--- config.mk ---
export PLATFORM = sky130hd
export DESIGN_NAME = lsac_dev_flat
export DESIGN_NICKNAME = d
export VERILOG_FILES = /design/src/lsac_pkg.sv /design/src/lsac_if.sv /design/src/lsac_dev.sv /design/src/flat_wrapper.sv
export SDC_FILE = /design/constraint.sdc
export NUM_CORES = 1
export LEC_CHECK = 0
export ABC_AREA = 0
export BUFFER_PORTS_ARGS = -buffer_cell sky130_fd_sc_hd__clkbuf_2
export CORE_ASPECT_RATIO = 0.6
export CORE_MARGIN = 5
export CORE_UTILIZATION = 35
export DETAILED_ROUTE_END_ITERATION = 8
export PLACE_DENSITY = 0.63
export SYNTH_ARGS = -nofsm -noshare
export SYNTH_HDL_FRONTEND = slang
export SYNTH_SLANG_ARGS = --single-unit
--- constraint.sdc ---
create_clock -name CLK_SYS -period 4.5 [get_ports CLK_SYS]
set_input_delay 0.675 -clock CLK_SYS [delete_from_list [all_inputs] [get_ports CLK_SYS]]
set_output_delay 0.675 -clock CLK_SYS [all_outputs]
set_load 0.05 [all_outputs]
--- src/lsac_pkg.sv ---
// Package for the LCD scan address and cursor block: command codes, register
// offsets, field positions and mode encodings shared by both ends.
// Assumes nothing of its surroundings beyond a SystemVerilog compiler.
package lsac_pkg;
    // Indirect command codes.
    localparam logic [7:0] CMD_PTR_WRITE = 8'h46;
    localparam logic [7:0] CMD_PTR_READ = 8'h47;
    localparam logic [7:0] CMD_DEPTH = 8'h60;
    localparam logic [7:0] CMD_STEP_DIR = 8'h4C;
    localparam logic [7:0] CMD_STEP_DIR_MASK = 8'hFC;
    localparam logic [7:0] CMD_SCAN_CFG = 8'h70;
    localparam logic [7:0] CMD_MEM_WRITE = 8'h42;
    localparam logic [7:0] CMD_MEM_READ = 8'h43;
    // Register offsets of the pointer bytes in the device.
    localparam logic [7:0] OFS_PTR_LOW = 8'h1C;
    localparam logic [7:0] OFS_PTR_HIGH = 8'h1D;
    // Depth field and its codes.
    localparam int DEPTH_W = 2;
    localparam logic [1:0] DEPTH_1BPP = 2'h0;
    localparam logic [1:0] DEPTH_2BPP = 2'h1;
    localparam logic [1:0] DEPTH_4BPP = 2'h2;
    // Cursor step directions.
    localparam logic [1:0] DIR_RIGHT = 2'h0;
    localparam logic [1:0] DIR_LEFT = 2'h1;
    localparam logic [1:0] DIR_UP = 2'h2;
    localparam logic [1:0] DIR_DOWN = 2'h3;
    // Scan configuration parameter byte count.
    localparam int SCAN_CFG_BYTES = 8;
    // Host register map over Avalon-MM (word addresses).
    localparam logic [2:0] HR_CMD = 3'h0;
    localparam logic [2:0] HR_DATA = 3'h1;
    localparam logic [2:0] HR_STATUS = 3'h2;
    localparam logic [2:0] HR_RDATA = 3'h3;
    localparam logic [31:0] HR_UNMAPPED = 32'hDEAD_BEEF;
endpackage

--- src/lsac_if.sv ---
// Interface joining the host end and the device end: an 8-bit indirect bus with
// command and data locations, a strobe each way and a read-data return.
// Assumes both ends run on the same clock.
`timescale 1ns/1ps
interface lsac_if;
    logic cmd_sel;     // High: byte goes to command location, low: data location.
    logic wr_stb;      // One-cycle write strobe.
    logic rd_stb;      // One-cycle read strobe at the data location.
    logic [7:0] wdata; // Write byte, valid with wr_stb.
    logic [7:0] rdata; // Read byte, valid the cycle after rd_stb.
    logic rvalid;      // One-cycle pulse marking rdata.
    modport dev (input cmd_sel, wr_stb, rd_stb, wdata, output rdata, rvalid);
    modport host (output cmd_sel, wr_stb, rd_stb, wdata, input rdata, rvalid);
endinterface

--- src/lsac_dev.sv ---
// Device end: command decoder, cursor pointer, scan address generator and
// line pulse for single or dual panels, text or graphics mode.
// Assumes a host on lsac_if and a display memory answering the scan address.
// Notes on behaviour
// - Pointer write: low byte, then high byte.
// - Pointer read returns low byte, then high.
// - Depth parameter: two low bits only.
// - Glyph origin top-left, bits horizontally adjacent.
// - Character field sized by size settings.
// - Widths up to sixteen use two bytes.
// - No gaps inserted; wide pitch needs two bytes.
// - Row scanned until characters-per-row, rows downward.
// - Graphics line start adds address pitch.
// - Text reuses start for each bitmap row.
// - Text fetches one byte per character.
// - Byte unpacks to eight, four, two pixels.
// - Dual panel fetches upper and lower alternately.
// - Idle total minus displayed cycles per line.
// - Dual panel: line pulse after lower screen.
// - One pointer for cursor and memory access.
// - Host saves and restores pointer off-screen.
// - Pointer steps by direction after access.
// - Cursor layer one or three by overlay.
// - Cursor hidden outside its layer region.
// - Dummy cursor needs graphics on, text off.
`timescale 1ns/1ps
module lsac_dev (
    input wire logic CLK_SYS,          // 40 MHz system clock.
    input wire logic NRST,             // Asynchronous reset, active low.
    lsac_if.dev BUS,                   // Indirect host bus.
    input wire logic [7:0] MEM_DATA,   // Display memory byte at SCAN_ADDR.
    input wire logic GFX_ON,           // Graphics screen displayed.
    input wire logic TEXT_ON,          // Text screen displayed.
    input wire logic OVERLAY_3,        // Three-layer overlay select.
    input wire logic [15:0] L1_BASE,   // Layer one region start.
    input wire logic [15:0] L1_END,    // Layer one region end, inclusive.
    input wire logic [15:0] L3_BASE,   // Layer three region start.
    input wire logic [15:0] L3_END,    // Layer three region end, inclusive.
    output logic [15:0] SCAN_ADDR,     // Display memory scan address.
    output logic SCAN_LOWER,           // High while the lower panel is fetched.
    output logic SCAN_ACTIVE,          // High during fetch cycles, low when idle.
    output logic [3:0] CG_ROW,         // Character generator row in text mode.
    output logic [7:0] PIXELS,         // Unpacked pixel byte, left pixel high.
    output logic [2:0] PIX_COUNT,      // Pixels per byte at current depth in graphics mode, eight in text mode.
    output logic LINE_PULSE,           // One-cycle end-of-line pulse.
    output logic [15:0] PTR,           // Cursor and memory access pointer.
    output logic [1:0] DEPTH,          // Bits-per-pixel selection.
    output logic CURSOR_VIS,           // Cursor shown in its layer.
    output logic CURSOR_LAYER3,        // Cursor drawn in layer three.
    output logic DUMMY_CURSOR,         // Dummy cursor over graphic characters.
    output logic MEM_WE,               // Memory write pulse, one cycle after the access, while PTR holds the stepped address.
    output logic [7:0] MEM_WDATA       // Memory write byte.
);
    import lsac_pkg::*;

    logic [7:0] cmd_q;
    logic [3:0] pidx_q;
    logic [15:0] ptr_q;
    logic [1:0] depth_q, dir_q;
    logic [7:0] cfg_q [SCAN_CFG_BYTES];
    logic [7:0] rdata_q;
    logic rvalid_q, mem_we_q;
    logic [7:0] mem_wdata_q;
    logic param_wr, param_rd, mem_acc;
    logic [15:0] step;

    // Config bytes: 0 chars/row, 1 total chars/row, 2-3 pitch, 4 rows,
    // 5 bitmap rows minus one, 6 bit0 graphics bit1 dual, 7 start high.
    logic [7:0] cr, tcr, lines, crow_last, mode;
    logic [15:0] pitch;
    assign cr = cfg_q[0];
    assign tcr = cfg_q[1];
    assign pitch = {cfg_q[3], cfg_q[2]};
    assign lines = cfg_q[4];
    assign crow_last = cfg_q[5];
    assign mode = cfg_q[6];

    assign param_wr = BUS.wr_stb & ~BUS.cmd_sel;
    assign param_rd = BUS.rd_stb;
    assign mem_acc = (param_wr & (cmd_q == CMD_MEM_WRITE))
                   | (param_rd & (cmd_q == CMD_MEM_READ));

    // Step per access; up and down move by one line pitch.
    always_comb begin
        unique case (dir_q)
            DIR_RIGHT: step = 16'h0001;
            DIR_LEFT: step = 16'hFFFF;
            DIR_UP: step = 16'h0000 - pitch;
            DIR_DOWN: step = pitch;
        endcase
    end

    // Command location latches the command and restarts parameter order.
    always_ff @(posedge CLK_SYS or negedge NRST) begin
        if (!NRST) begin
            cmd_q <= 8'h00;
            pidx_q <= 4'h0;
        end else if (BUS.wr_stb && BUS.cmd_sel) begin
            cmd_q <= BUS.wdata;
            pidx_q <= 4'h0;
        end else if ((param_wr || param_rd) && pidx_q != 4'hF) begin
            pidx_q <= pidx_q + 4'h1;
        end
    end

    // Pointer: loaded byte-wise or stepped after each memory access.
    always_ff @(posedge CLK_SYS or negedge NRST) begin
        if (!NRST) begin
            ptr_q <= 16'h0000;
        end else if (param_wr && cmd_q == CMD_PTR_WRITE && pidx_q == 4'h0) begin
            ptr_q[7:0] <= BUS.wdata;
        end else if (param_wr && cmd_q == CMD_PTR_WRITE && pidx_q == 4'h1) begin
            ptr_q[15:8] <= BUS.wdata;
        end else if (mem_acc) begin
            ptr_q <= ptr_q + step;
        end
    end

    // Depth, direction and scan configuration parameters.
    always_ff @(posedge CLK_SYS or negedge NRST) begin
        if (!NRST) begin
            depth_q <= DEPTH_1BPP;
            dir_q <= DIR_RIGHT;
            for (int i = 0; i < SCAN_CFG_BYTES; i++) begin
                cfg_q[i] <= 8'h00;
            end
        end else begin
            if (BUS.wr_stb && BUS.cmd_sel
                && (BUS.wdata & CMD_STEP_DIR_MASK) == CMD_STEP_DIR) begin
                dir_q <= BUS.wdata[1:0];
            end
            if (param_wr && cmd_q == CMD_DEPTH && pidx_q == 4'h0) begin
                depth_q <= BUS.wdata[DEPTH_W-1:0];
            end
            if (param_wr && cmd_q == CMD_SCAN_CFG && pidx_q < 4'(SCAN_CFG_BYTES)) begin
                cfg_q[pidx_q[2:0]] <= BUS.wdata;
            end
        end
    end

    // Read data: pointer bytes in order, or memory byte; memory writes.
    always_ff @(posedge CLK_SYS or negedge NRST) begin
        if (!NRST) begin
            rdata_q <= 8'h00;
            rvalid_q <= 1'b0;
            mem_we_q <= 1'b0;
            mem_wdata_q <= 8'h00;
        end else begin
            rvalid_q <= param_rd;
            mem_we_q <= param_wr && cmd_q == CMD_MEM_WRITE;
            if (param_wr) begin
                mem_wdata_q <= BUS.wdata;
            end
            if (param_rd) begin
                if (cmd_q == CMD_PTR_READ) begin
                    rdata_q <= (pidx_q == 4'h0) ? ptr_q[7:0] : ptr_q[15:8];
                end else begin
                    rdata_q <= MEM_DATA;
                end
            end
        end
    end
    assign BUS.rdata = rdata_q;
    assign BUS.rvalid = rvalid_q;

    // Raster scanner: column count, bitmap row, line, panel half.
    logic [7:0] col_q, line_q;
    logic [3:0] crow_q;
    logic lower_q, pulse_q;
    logic [15:0] lstart_q, addr_q;
    logic gfx, dual, line_end, last_half;
    assign gfx = mode[0];
    assign dual = mode[1];
    assign line_end = (col_q == tcr - 8'h01) || (tcr <= cr && col_q == cr - 8'h01);
    assign last_half = !dual || lower_q;

    always_ff @(posedge CLK_SYS or negedge NRST) begin
        if (!NRST) begin
            col_q <= 8'h00;
            line_q <= 8'h00;
            crow_q <= 4'h0;
            lower_q <= 1'b0;
            lstart_q <= 16'h0000;
            addr_q <= 16'h0000;
            pulse_q <= 1'b0;
        end else begin
            pulse_q <= line_end && last_half;
            if (!line_end) begin
                col_q <= col_q + 8'h01;
                if (col_q < cr) begin
                    addr_q <= addr_q + 16'h0001;
                end
            end else begin
                col_q <= 8'h00;
                if (dual && !lower_q) begin
                    lower_q <= 1'b1;
                    addr_q <= lstart_q + {cfg_q[7], 8'h00};
                end else begin
                    lower_q <= 1'b0;
                    if (!gfx && crow_q != crow_last[3:0]) begin
                        crow_q <= crow_q + 4'h1;
                        addr_q <= lstart_q;
                    end else begin
                        crow_q <= 4'h0;
                        if (line_q + 8'h01 >= lines) begin
                            line_q <= 8'h00;
                            lstart_q <= 16'h0000;
                            addr_q <= 16'h0000;
                        end else begin
                            line_q <= line_q + 8'h01;
                            lstart_q <= lstart_q + pitch;
                            addr_q <= lstart_q + pitch;
                        end
                    end
                end
            end
        end
    end

    // Pixel unpacking by depth; glyph size and spacing come from the host's
    // bitmap layout, so the scanner inserts no gaps of its own.
    always_ff @(posedge CLK_SYS or negedge NRST) begin
        if (!NRST) begin
            PIXELS <= 8'h00;
            PIX_COUNT <= 3'h0;
        end else begin
            PIXELS <= MEM_DATA;
            unique case (gfx ? depth_q : DEPTH_1BPP)
                DEPTH_2BPP: PIX_COUNT <= 3'h4;
                DEPTH_4BPP: PIX_COUNT <= 3'h2;
                default: PIX_COUNT <= 3'h0; // Zero encodes eight pixels.
            endcase
        end
    end

    // Cursor layer, visibility and dummy cursor.
    logic in_l1, in_l3;
    assign in_l1 = ptr_q >= L1_BASE && ptr_q <= L1_END;
    assign in_l3 = ptr_q >= L3_BASE && ptr_q <= L3_END;
    always_ff @(posedge CLK_SYS or negedge NRST) begin
        if (!NRST) begin
            CURSOR_VIS <= 1'b0;
            CURSOR_LAYER3 <= 1'b0;
            DUMMY_CURSOR <= 1'b0;
        end else begin
            CURSOR_LAYER3 <= OVERLAY_3;
            CURSOR_VIS <= OVERLAY_3 ? in_l3 : in_l1;
            DUMMY_CURSOR <= GFX_ON && !TEXT_ON;
        end
    end

    assign SCAN_ADDR = addr_q;
    assign SCAN_LOWER = lower_q;
    assign SCAN_ACTIVE = col_q < cr;
    assign CG_ROW = crow_q;
    assign LINE_PULSE = pulse_q;
    assign PTR = ptr_q;
    assign DEPTH = depth_q;
    assign MEM_WE = mem_we_q;
    assign MEM_WDATA = mem_wdata_q;
endmodule

--- src/flat_wrapper.sv ---
// flat-port wrapper written by rule: the top's interface ports become plain ports
module lsac_dev_flat import lsac_pkg::*;
  (CLK_SYS, NRST, MEM_DATA, GFX_ON, TEXT_ON, OVERLAY_3, L1_BASE, L1_END, L3_BASE, L3_END, SCAN_ADDR, SCAN_LOWER, SCAN_ACTIVE, CG_ROW, PIXELS, PIX_COUNT, LINE_PULSE, PTR, DEPTH, CURSOR_VIS, CURSOR_LAYER3, DUMMY_CURSOR, MEM_WE, MEM_WDATA, BUS_cmd_sel, BUS_wr_stb, BUS_rd_stb, BUS_wdata, BUS_rdata, BUS_rvalid);
  lsac_if BUS_i ();
  input wire logic CLK_SYS;
  input wire logic NRST;
  input wire logic [7:0] MEM_DATA;
  input wire logic GFX_ON;
  input wire logic TEXT_ON;
  input wire logic OVERLAY_3;
  input wire logic [15:0] L1_BASE;
  input wire logic [15:0] L1_END;
  input wire logic [15:0] L3_BASE;
  input wire logic [15:0] L3_END;
  output logic [15:0] SCAN_ADDR;
  output logic SCAN_LOWER;
  output logic SCAN_ACTIVE;
  output logic [3:0] CG_ROW;
  output logic [7:0] PIXELS;
  output logic [2:0] PIX_COUNT;
  output logic LINE_PULSE;
  output logic [15:0] PTR;
  output logic [1:0] DEPTH;
  output logic CURSOR_VIS;
  output logic CURSOR_LAYER3;
  output logic DUMMY_CURSOR;
  output logic MEM_WE;
  output logic [7:0] MEM_WDATA;
  input wire logic [$bits(BUS_i.cmd_sel)-1:0] BUS_cmd_sel;
  input wire logic [$bits(BUS_i.wr_stb)-1:0] BUS_wr_stb;
  input wire logic [$bits(BUS_i.rd_stb)-1:0] BUS_rd_stb;
  input wire logic [$bits(BUS_i.wdata)-1:0] BUS_wdata;
  output wire logic [$bits(BUS_i.rdata)-1:0] BUS_rdata;
  output wire logic [$bits(BUS_i.rvalid)-1:0] BUS_rvalid;
  assign BUS_i.cmd_sel = BUS_cmd_sel;
  assign BUS_i.wr_stb = BUS_wr_stb;
  assign BUS_i.rd_stb = BUS_rd_stb;
  assign BUS_i.wdata = BUS_wdata;
  assign BUS_rdata = BUS_i.rdata;
  assign BUS_rvalid = BUS_i.rvalid;
  lsac_dev u_core (.CLK_SYS(CLK_SYS), .NRST(NRST), .BUS(BUS_i), .MEM_DATA(MEM_DATA), .GFX_ON(GFX_ON), .TEXT_ON(TEXT_ON), .OVERLAY_3(OVERLAY_3), .L1_BASE(L1_BASE), .L1_END(L1_END), .L3_BASE(L3_BASE), .L3_END(L3_END), .SCAN_ADDR(SCAN_ADDR), .SCAN_LOWER(SCAN_LOWER), .SCAN_ACTIVE(SCAN_ACTIVE), .CG_ROW(CG_ROW), .PIXELS(PIXELS), .PIX_COUNT(PIX_COUNT), .LINE_PULSE(LINE_PULSE), .PTR(PTR), .DEPTH(DEPTH), .CURSOR_VIS(CURSOR_VIS), .CURSOR_LAYER3(CURSOR_LAYER3), .DUMMY_CURSOR(DUMMY_CURSOR), .MEM_WE(MEM_WE), .MEM_WDATA(MEM_WDATA));
endmodule
==> summary.md, run 1 <==
| Metric | Value |
|---|---|
| Placed cell areas | around 13,000 µm² |
| Largest family of logic cells by synthesized area | simple AND/OR/NAND/NOR gates |
| CTS tree | built |
| Crit-path cells | or3_1, or3_1, or3_1, o21ai_0, a21oi_1, ha_1, a21oi_1, o21ai_0, a21oi_1, a21boi_0, o21a_1, o21ai_0, mux2i_1, o21ai_0 |
| Switch share | 36.7% |
| H-tree levels | 4 |
| CP Launch Type | flip-flop |
| Met1 wire length | between 15,000 and 20,000 µm |
| Netlist Area Pre-Place | between 10,000 and 15,000 µm² |
| Site Rows | 52 |
| Setup slack, reg-to-reg | 0.70 ns |
| Reg2reg path depth | 14 |
| DR top layer | met4 |
| Max FO, Critical Path | 6 |
| IO Pins | approximately 160 |
| Worst-path clk slew | roughly 0.06 ns |
| Final Util | 41.2% |
| Post-Syn Nets | about 1.6k |
| DR DRC count | 0 |
| Synth async-reset ratio | 100% |
| Pre-CTS WS | 0.746 ns |
| Fmax | 263 MHz |
| TNS Setup | 0 ns |
| MaxCap Viol Count | 0 |
| Buffers & Inverters on Critical Path | 0 |
| DP HPWL | 26,900 µm |
| Wire length on met2 | 15,000 µm |
| Critical path class | flip-flop to flip-flop |
| Post-synth EDFFs | 0 |
| PostCTS Resize Cnt | 0 |
| Period Utilization, post-route | 84.4% |
| Share of cells above drive strength 1 | roughly 18% |
| Clock buffer count from CTS | 17 |
| Die area | just under 40,000 µm² |
| Vias in the first global route | 10.3k |
| Pre-antenna DRT Iters | 5 |
| VDD IR-drop max | 0.000210 V |
| Yosys reg bits | 171 |
| Clock sinks | 171 |
| Compound-Gate Fraction of Synth Area | between 15 and 20% |
| Critical Path RT | 4.83 ns |
| Global-route wire length before repair | 56,400 µm |
| Worst path depth | 14 |
| Routed wl met3 | ~2000 µm |
| Post-Route Skew | between 0.01 and 0.015 ns |
| Placed Instances | 1,950 |
| Slowest CP cell | dfrtp_1 |
| Layout Cells excl Fill | 1,983 |
| Tightest Pin Transition | 1.04 ns |
| Simple logic cell fraction of the synthesized area | 16.9% |
| NetSw | 1.67 mW |
| Cts-stage hold buffer count | 0 |
| Clock buffer depth | 2 |
| Post-CTS setup buffer count | 0 |
| Max transition margin | 30.3% |
| RSZ-0062 raised after global routing | false |
| Final Hold Viols | 0 |
| CP max stage delay | about 0.44 ns |
| Chip width | 251 µm |
| Core ar. | 34,000 µm² |
| Initial DRC Count | 728 |
| Area Growth Syn to Fin | 15.1% |
| Adder-Cell Fraction of Synth Area | 14.4% |
| Largest net degree at the start of global routing | between 70 and 80 |
| Slew Limit Fails | 0 |
| CP dominant cell by count | o21ai_0 |
| Power density cells | between 300 and 400 nW/µm² |
| Mapped Avg Cell Area | 8.89 µm² |
| Comb pwr share | ~28% |
| Initial antenna violation count | 0 |
| Worst R2R End | u_core.PTR[15] |
| Clk Latency, worst-skew pair | 0.45 ns |
| CP endpoint kind | flip-flop |
| Ys flop type | dfrtp_1 |
| Vias/cell | 5.33 |
| Chip height | 155 µm |
| Min-Delay Path Class | input port to asynchronous set/reset pin |
| Critical path arrival | 4.13 ns |
| Lkg Pwr | 7.27 nW |
| Final instance area | around 14,000 µm² |
| GRT Total Usage | 18.0% |
| DR vias | 10.6k |
| Worst setup margin | 0.701 ns |
| Synth cell types | 72 |
| CP startpoint | u_core.cfg_q[41] |
| Final Critical Period | about 3.8 ns |
| Internal cell power | 2.88 mW |
| Post-DR wirelength/cell | 17.6 µm |
| ANT nets after route | 0 |
| R2R Path Start | u_core.cfg_q[41] |
| Setup crit end | u_core.PTR[15] |
| Placer congestion estimate | 0.913 |
| Register area share after synthesis | 35.1% |
| Flop pwr share | 40.5% |
| Root buf cell | clkbuf_16 |
| Cell family with most CP delay | compound AO/OA/AOI/OAI gates |
| Routed Wire Length | about 35,000 µm |
| Status | finished clean |
| Clock power frac | 31.6% |
| Cell count after synthesis | 1,370 |
| XOR/XNOR share of the synthesized area | 5.94% |
| Final nets | 1,736 |
| Final setup viols | 0 |
| Multiplexer share of the synthesized area | 6.11% |
| YS warnings | 0 |
| Total gr overflow | 0 |
| Initial Util | 35.8% |
| PortBufs | 159 |
-- worst reg2reg max path: stages, from the launching register on --
cell      delay, ns
dfrtp_1        0.44
or3_1          0.42
or3_1          0.37
or3_1          0.34
o21ai_0        0.15
a21oi_1        0.09
ha_1           0.30
a21oi_1        0.18
o21ai_0        0.21
a21oi_1        0.24
a21boi_0       0.14
o21a_1         0.21
o21ai_0        0.28
mux2i_1        0.21
o21ai_0        0.10
-- area by class of cell --
cell class,instances,area (µm²)
antenna,1,2.50
sequential,171,4280
multi-input combinational,1040,7290
tap,459,574
fill,3368,20000
timing repair buffer,170,897
clock inverter,12,116
clock buffer,20,447
inverter,110,413
-- stage by stage --
stage / power (mW) / hold slack (ns)
2_1_floorplan: 2.72 / 0.379
3_3_place_gp: 3.11 / 0.459
3_5_place_dp: 3.14 / 0.464
4_1_cts: 4.59 / 0.254
5_1_grt: 4.81 / 0.299
6_report: 4.55 / 0.239
-- cells in the mapped netlist (9+ instances only) --
cell | instances | share of area, %
dfrtp_1 | 171 | 35
o21a_1 | 10 | 0.62
a211oi_1 | 9 | 0.55
xor2_1 | 27 | 1.9
a21oi_1 | 89 | 3.7
a21o_1 | 29 | 1.8
nand4_1 | 22 | 1.1
o21ai_0 | 99 | 4.1
and3_1 | 15 | 0.77
mux2i_1 | 17 | 1.4
nor2b_1 | 21 | 1.1
nand2_1 | 163 | 5.0
mux2_2 | 51 | 4.7
o211ai_1 | 12 | 0.74
xnor2_1 | 53 | 3.8
nand2b_1 | 10 | 0.51
nor3_1 | 30 | 1.2
a31oi_1 | 10 | 0.51
nor2_1 | 78 | 2.4
ha_1 | 135 | 14
clkbuf_1 | 42 | 1.3
nand3_1 | 39 | 1.6
inv_1 | 110 | 3.4
-- power by group through the flow --
stage / logic (mW) / clock network, mW / registers (mW)
2_1_floorplan: 0.703 / 0 / 2.02
3_5_place_dp: 1.27 / 0 / 1.87
5_1_grt: 1.42 / 1.53 / 1.86
6_report: 1.27 / 1.44 / 1.84
4_1_cts: 1.27 / 1.48 / 1.84
3_3_place_gp: 1.24 / 0 / 1.87
-- layout by cell type (no fill, tap or decap), drive strengths merged, types with 9 or more instances in the layout --
master and instances:
a31oi 11, nand2b 10, buf 12, a21oi 89, o211ai 12, and3 15
inv 113, nand3 39, o21a 10, xor2 27, a211oi 9, nand4 22
o21ai 104, clkbuf 178, nor4 9, nor2b 21, nand2 163, mux2 51
xnor2 53, nor3 32, ha 135, dfrtp 171, nor2 78, a21o 29
mux2i 17
-- logic make-up (layout without fill, tap and decap cells) --
logic type / count (synthesis) / in the layout
XOR/XNOR: 81 / 81
buffers and inverters: 159 / 312
flip-flops: 171 / 171
AND/OR/NAND/NOR: 429 / 429
AO/OA/AOI/OAI: 323 / 323
adder cells (fa/ha/maj): 138 / 138
multiplexers: 68 / 68
other: 1 / 2
-- registers in the layout, indices dropped and copies added (netlist names), 16 cells and up --
| register | count |
|---|---|
| u_core.PTR | 16 |
| u_core.cfg_q | 24 |
| u_core.SCAN_ADDR | 16 |
| u_core.lstart_q | 16 |
-- per-layer routing --
layer,up-vias,GRT usage (%)
met5,-,0
met4,0,3.97
met3,28,3.51
met2,265,26.8
met1,5140,27.0
li1,5133,-
-- worst min path at each step --
| stage | from | endpoint | cells after the start |
|---|---|---|---|
| 2_1_floorplan | NRST | u_core.BUS.rdata[0] | 0 |
| 3_3_place_gp | u_core.DEPTH[1] | u_core.PIX_COUNT[2] | 1 |
| 3_5_place_dp | u_core.MEM_WDATA[0] | u_core.MEM_WDATA[0] | 2 |
| 4_1_cts | NRST | u_core.BUS.rdata[2] | 1 |
| 5_1_grt | NRST | u_core.BUS.rdata[2] | 1 |
| 6_report | NRST | u_core.BUS.rdata[2] | 1 |
Note: power is estimated with default switching activity, not from simulation.
==> run 2: changes to the inputs <==
--- a/config.mk
+++ b/config.mk
@@ -11,7 +11,7 @@
 export CORE_MARGIN = 5
 export CORE_UTILIZATION = 35
 export DETAILED_ROUTE_END_ITERATION = 8
-export PLACE_DENSITY = 0.63
+export PLACE_DENSITY = 0.65
 export SYNTH_ARGS = -nofsm -noshare
 export SYNTH_HDL_FRONTEND = slang
 export SYNTH_SLANG_ARGS = --single-unit
==> constraint.sdc (replaced) <==
create_clock -name CLK_SYS -period 3.1 [get_ports CLK_SYS]
set_input_delay 0.465 -clock CLK_SYS [delete_from_list [all_inputs] [get_ports CLK_SYS]]
set_output_delay 0.465 -clock CLK_SYS [all_outputs]
set_load 0.05 [all_outputs]
==> run 2 against run 1 <==
The flow now finishes with violations (negative setup slack). Global-route usage up 0.42 points. Highest routed layer is now met5. Non-clock buffer count is 55 higher. Largest cell class unchanged. Maximum frequency is 15% higher. Combinational power grew 55%. Hold slack worse by 0.19 ns. Count of clock-buffer cells in the layout fell by 3. Total power grew 49%. Core utilization rose by 1.9 points. Clock skew increased by 0.00060 ns. Register-to-register slack worse by 0.90 ns.
==> summary.md, run 2 (synthesis gave the netlist of run 1 again) <==
| Metric | Value |
|---|---|
| Status | finished with violations |
| Failing checks | negative setup slack |
| Chip height | approximately 150 µm |
| Max FO, Critical Path | 3 |
| Share of cells above drive strength 1 | around 23% |
| RSZ-0062 raised after global routing | true |
| Post-DR wirelength/cell | approximately 18 µm |
| Worst R2R End | u_core.PTR[13] |
| Clock sinks | 171 |
| Initial DRC Count | 916 |
| DP HPWL | 28,000 µm |
| Vias in the first global route | 10.3k |
| IO Pins | approximately 160 |
| ANT nets after route | 0 |
| Routed Wire Length | between 30,000 and 40,000 µm |
| Die area | 38,800 µm² |
| Final Hold Viols | 0 |
| DR DRC count | 0 |
| Initial Util | 35.8% |
| Chip width | 251 µm |
| Final setup viols | 6 |
| Setup slack, reg-to-reg | -0.20 ns |
| Total gr overflow | 0 |
| Post-Route Skew | 0.0126 ns |
| Max FFs per register | 24 |
| Worst-path clk slew | 0.08 ns |
| Clock power frac | a little under a third |
| Vias/cell | 5.35 |
| Clk Latency, worst-skew pair | around 0.45 ns |
| PortBufs | 159 |
| Fill count | 3,340 |
| Internal cell power | ~4.3 mW |
| Area Growth Syn to Fin | 20.3% |
| Global-route wire length before repair | 57,200 µm |
| Switch share | 37.3% |
| Highest-count cells in the layout ignoring fill and taps | 171 x dfrtp_1, 161 x nand2_1, 158 x clkbuf_2 |
| Initial antenna violation count | 1 |
| Critical path arrival | around 3.7 ns |
| Power density cells | 462 nW/µm² |
| CTS tree | built |
| Min-Delay Path Class | input port to asynchronous set/reset pin |
| GRT Total Usage | between 10% and 20% |
| Max transition margin | 28.1% |
| Tightest Pin Transition | 1.07 ns |
| CP dominant cell by count | or3_4 |
| NetSw | around 2.5 mW |
| Root buf cell | clkbuf_16 |
| Clock buffer count from CTS | 17 |
| Flop pwr share | 39.0% |
| Placed Instances | between 1.5k and 2k |
| Cts-stage hold buffer count | 0 |
| MaxCap Viol Count | 0 |
| Critical path class | flip-flop to flip-flop |
| Largest net degree at the start of global routing | ~80 |
| Top reg by flops | u_core.cfg_q |
| Most common cell after layout, fill and taps aside | dfrtp_1 |
| Placer congestion estimate | around 0.93 |
| Critical Path RT | 3.48 ns |
| Comb pwr share | 29.1% |
| VDD IR-drop max | approximately 0.00026 V |
| Period Utilization, post-route | 106% |
| CP startpoint | u_core.cfg_q[42] |
| Crit-path cells | or3_4, or3_4, or3_4, o21ai_1, a21oi_1, ha_1, and2_4, nor2b_4, nand4_1, a21boi_2, o21a_1, buf_4, o211ai_1, a21oi_1 |
| ANT cells | 0 |
| CP max stage delay | roughly 0.40 ns |
| Slowest CP cell | dfrtp_1 |
| H-tree levels | 4 |
| Reg2reg path depth | 14 |
| CP Launch Type | flip-flop |
| Final Critical Period | 3.30 ns |
| Final nets | about 1.8k |
| Worst setup margin | -0.200 ns |
| CP endpoint kind | flip-flop |
| Slew Limit Fails | 0 |
| Pre-CTS WS | -0.207 ns |
| R2R Path Start | u_core.cfg_q[42] |
| Fmax | 303 MHz |
| Clock buffer depth | 2 |
| Pre-antenna DRT Iters | 5 |
| DR vias | 10.9k |
| Layout Cells excl Fill | 2,037 |
| TNS Setup | -0.834 ns |
| Lkg Pwr | 7.57 nW |
| Core ar. | 34,000 µm² |
| Design Power | between 6 and 7 mW |
| Site Rows | 52 |
==> run 2: changes by cell type in the layout (fill, tap and decap cells not counted), moves of 7 or more <==
cell and change:
a21oi_2 +7, o21ai_0 -11, a21oi_1 -7, buf_4 +55, o21ai_1 +8
==> run 2: cell type report <==
type / count / area (µm²) / area share, %
inverters: 110 / 413 / 2.82
repair buffers: 225 / 1310 / 8.94
clock inverters: 15 / 156 / 1.07
multi-input cells: 1040 / 7500 / 51.2
well taps: 459 / 574 / 3.92
clock buffers: 17 / 425 / 2.90
flip-flops and latches: 171 / 4280 / 29.2
==> run 2: how the worst max path moves through the flow <==
| stage | end | depth (start not counted) |
|---|---|---|
| global placement | u_core.PTR[15] | 15 |
| floorplan | u_core.PTR[15] | 15 |
| CTS | u_core.PTR[15] | 15 |
| finish | u_core.PTR[13] | 14 |
| global route | u_core.PTR[15] | 14 |
| detailed placement | u_core.PTR[15] | 15 |
==> run 2: layer usage <==
metal / track usage, % / part of all wire (%)
met5: 0 / 0.036
met4: 3.22 / 0.72
met3: 4.82 / 7.9
met2: 26.1 / 42
met1: 28.2 / 49
==> run 2: repair_timing <==
item,CTS,global route
pin swaps,15,21
gates resized for setup,13,29
setup endpoints to repair,6,23
buffers inserted,4,9
==> run 2: stage by stage <==
stage	hold WS (ns)	utilization [%]	area, µm²
after floorplan	0.169	-	12200
after global routing	0.104	43.1	14700
after CTS	0.0874	42.5	14500
after detailed placement	0.468	40.6	13800
final	0.0531	43.1	14700
after global placement	0.460	40.6	13800
==> run 2: power groups by stage <==
stage | registers [mW] | logic, mW | clock network [mW]
after CTS | 2.64 | 1.94 | 2.20
after global routing | 2.66 | 2.17 | 2.30
after global placement | 2.68 | 1.88 | 0
after floorplan | 2.93 | 1.03 | 0
final | 2.64 | 1.97 | 2.16
after detailed placement | 2.68 | 1.93 | 0
==> run 2: worst max-delay path, delay by kind of cell (launching register included) <==
kind	cells	cell delay (ns)
adder cells (fa/ha/maj)	1	0.33
AO/OA/AOI/OAI	6	0.84
flip-flops	1	0.40
buffers and inverters	1	0.12
AND/OR/NAND/NOR	6	1.55
==> run 3: changes to the inputs <==
--- a/config.mk
+++ b/config.mk
@@ -7,11 +7,13 @@
 export LEC_CHECK = 0
 export ABC_AREA = 0
 export BUFFER_PORTS_ARGS = -buffer_cell sky130_fd_sc_hd__clkbuf_2
+export CELL_PAD_IN_SITES_DETAIL_PLACEMENT = 0
+export CELL_PAD_IN_SITES_GLOBAL_PLACEMENT = 1
 export CORE_ASPECT_RATIO = 0.6
 export CORE_MARGIN = 5
 export CORE_UTILIZATION = 35
 export DETAILED_ROUTE_END_ITERATION = 8
-export PLACE_DENSITY = 0.65
+export PLACE_DENSITY = 0.76
 export SYNTH_ARGS = -nofsm -noshare
 export SYNTH_HDL_FRONTEND = slang
 export SYNTH_SLANG_ARGS = --single-unit
==> constraint.sdc (replaced) <==
create_clock -name CLK_SYS -period 3.7 [get_ports CLK_SYS]
set_input_delay 0.555 -clock CLK_SYS [delete_from_list [all_inputs] [get_ports CLK_SYS]]
set_output_delay 0.555 -clock CLK_SYS [all_outputs]
set_load 0.05 [all_outputs]
==> run 3 against run 2 <==
The flow now finishes without violations. Clock power fell by 19%. Core utilization fell by 1.5 points. Count of clock-buffer cells in the layout rose by 2. Largest cell class unchanged. Highest routed layer is now met4.
==> summary.md, run 3 (synthesis gave the netlist of run 1 again) <==
| Metric | Value |
|---|---|
| Min-Delay Path Class | input port to asynchronous set/reset pin |
| Global-route wire length before repair | 56,600 µm |
| MaxCap Viol Count | 0 |
| Final instance area | 14,200 µm² |
| Status | finished clean |
| Max FO, Critical Path | 4 |
| Total gr overflow | 0 |
| Pre-CTS WS | 0.0975 ns |
| Placed cell areas | 13,600 µm² |
| Most common cell after layout, fill and taps aside | dfrtp_1 |
| R2R Path Start | u_core.cfg_q[40] |
| Final setup viols | 0 |
| Clock buffer count from CTS | 17 |
| PortBufs | 159 |
| Cts-stage hold buffer count | 0 |
| Vias in the first global route | 9,984 |
| Clock sinks | 171 |
| Root buf cell | clkbuf_16 |
| Chip height | 155 µm |
| CP endpoint kind | flip-flop |
| Tightest Pin Transition | 1.07 ns |
| Fmax | 291 MHz |
| Initial DRC Count | 680 |
| Area Growth Syn to Fin | 16.2% |
| Core ar. | 34,000 µm² |
| Register area | 4280 µm² |
| Die area | about 39,000 µm² |
| ANT cells | 0 |
| Worst setup margin | 0.261 ns |
| Lkg Pwr | approximately 7.3 nW |
| VDD IR-drop max | about 0.00027 V |
| DR DRC count | 0 |
| DP HPWL | 27,700 µm |
| ANT nets after route | 0 |
| Max FFs per register | 24 |
| Clock buffer depth | 2 |
| Gr busiest metal | met1 |
| Worst R2R End | u_core.PTR[14] |
| Slew Limit Fails | 0 |
| Final Util | 41.6% |
| Met1 Use GR | 28.6% |
| Highest-count cells in the layout ignoring fill and taps | 171 x dfrtp_1, 163 x nand2_1, 158 x clkbuf_2 |
| Largest net degree at the start of global routing | 89 |
| Critical path class | flip-flop to flip-flop |
| Critical Path RT | 4.02 ns |
| CP Launch Type | flip-flop |
| Design Power | 5.56 mW |
| Power density cells | 393 nW/µm² |
| Post-DR wirelength/cell | 17.9 µm |
| M2 GR Usage | 26.3% |
| Final Hold Viols | 0 |
| Reg2reg path depth | 15 |
| Final Critical Period | 3.44 ns |
| Initial antenna violation count | 0 |
| Placed Instances | 1,967 |
| Critical path arrival | between 3 and 4 ns |
| Routed Wire Length | 35,800 µm |
| Worst-path clk slew | 0.07 ns |
| Setup slack, reg-to-reg | 0.26 ns |
| Multi-input logic area | 7300 µm² |
| Site Rows | 52 |
| Worst hold slack | approximately 0.21 ns |
| Pre-antenna DRT Iters | 6 |
| RSZ-0062 raised after global routing | false |
| GRT Total Usage | 18.3% |
| Initial Util | 35.8% |
| IO Pins | 161 |
| H-tree levels | 4 |
| Final nets | 1,753 |
| Max transition margin | 28.0% |
| Period Utilization, post-route | ~93% |
| Clk Latency, worst-skew pair | 0.45 ns |
| Placer congestion estimate | ~0.90 |
| Chip width | 251 µm |
| DR vias | 10.6k |
| CP startpoint | u_core.cfg_q[40] |
| Top reg by flops | u_core.cfg_q |
| Layout Cells excl Fill | 1,998 |
| Vias/cell | 5.28 |
| TNS Setup | 0 ns |
| Post-Route Skew | 0.0115 ns |
| Setup crit end | u_core.PTR[14] |
| Fill count | 3,349 |
| CTS tree | built |
| Met3 Usage GRT | between 3 and 4% |
| Share of cells above drive strength 1 | 18.6% |
## run 3: changes by cell type in the layout (fill, tap and decap cells not counted), moves of 3 or more
cell     previous run  this run
nor2_1             75        78
o21ai_1            13         7
ha_1              132       135
o21ai_0            88        96
nand3_2             3         0
nand3_1            36        39
or3_1               4         7
a21oi_1            82        87
or3_4               3         0
nor2_2              3         0
buf_4              65        26
a21oi_2             7         2
## run 3: worst min-delay path by stage
stage,cells past startpoint,slack (ns),end,from
2_1_floorplan,0,0.26,u_core.BUS.rdata[0],NRST
3_3_place_gp,1,0.46,u_core.PIX_COUNT[2],u_core.DEPTH[1]
3_5_place_dp,2,0.47,u_core.cmd_q[3],u_core.cmd_q[3]
4_1_cts,1,0.21,u_core.PIXELS[5],MEM_DATA[5]
5_1_grt,1,0.21,u_core.PIXELS[5],MEM_DATA[5]
6_report,1,0.21,u_core.MEM_WDATA[6],NRST
## run 3: critical path: stages, from the launching register on
cell	delay (ns)
dfrtp_1	0.40
or3_1	0.37
or3_1	0.34
or3_1	0.33
o21ai_0	0.15
a21oi_1	0.09
ha_1	0.30
and2_1	0.14
nor2b_1	0.18
o21ai_0	0.13
a21oi_2	0.18
o41ai_1	0.09
buf_4	0.15
o21ai_2	0.17
mux2i_1	0.21
nand3_1	0.09
## run 3: timing repair
item                                    CTS  global route
resized for setup                         0             6
buffers inserted                          0             0
endpoints found under the setup margin    0             3
## run 3: report_power, final
part | internal, mW | switching [mW] | total [mW]
Clock | 0.933 | 0.812 | 1.74
Sequential | 2.00 | 0.239 | 2.23
Combinational | 0.575 | 1.00 | 1.58
Total | 3.50 | 2.06 | 5.56
## run 3: final cells by class
type	count	area share [%]
Clock buffer	19	3.06
Clock inverter	12	0.813
Inverter	110	2.92
Multi-Input combinational cell	1040	51.6
Sequential cell	171	30.2
Tap cell	459	4.06
Timing Repair Buffer	187	7.33
## run 3: routing by layer
metal  wire length (µm)  part of all wire, %
met2              15000                   42
met3               1800                  5.0
met5                  0                    0
met1              18600                   52
met4                409                  1.1
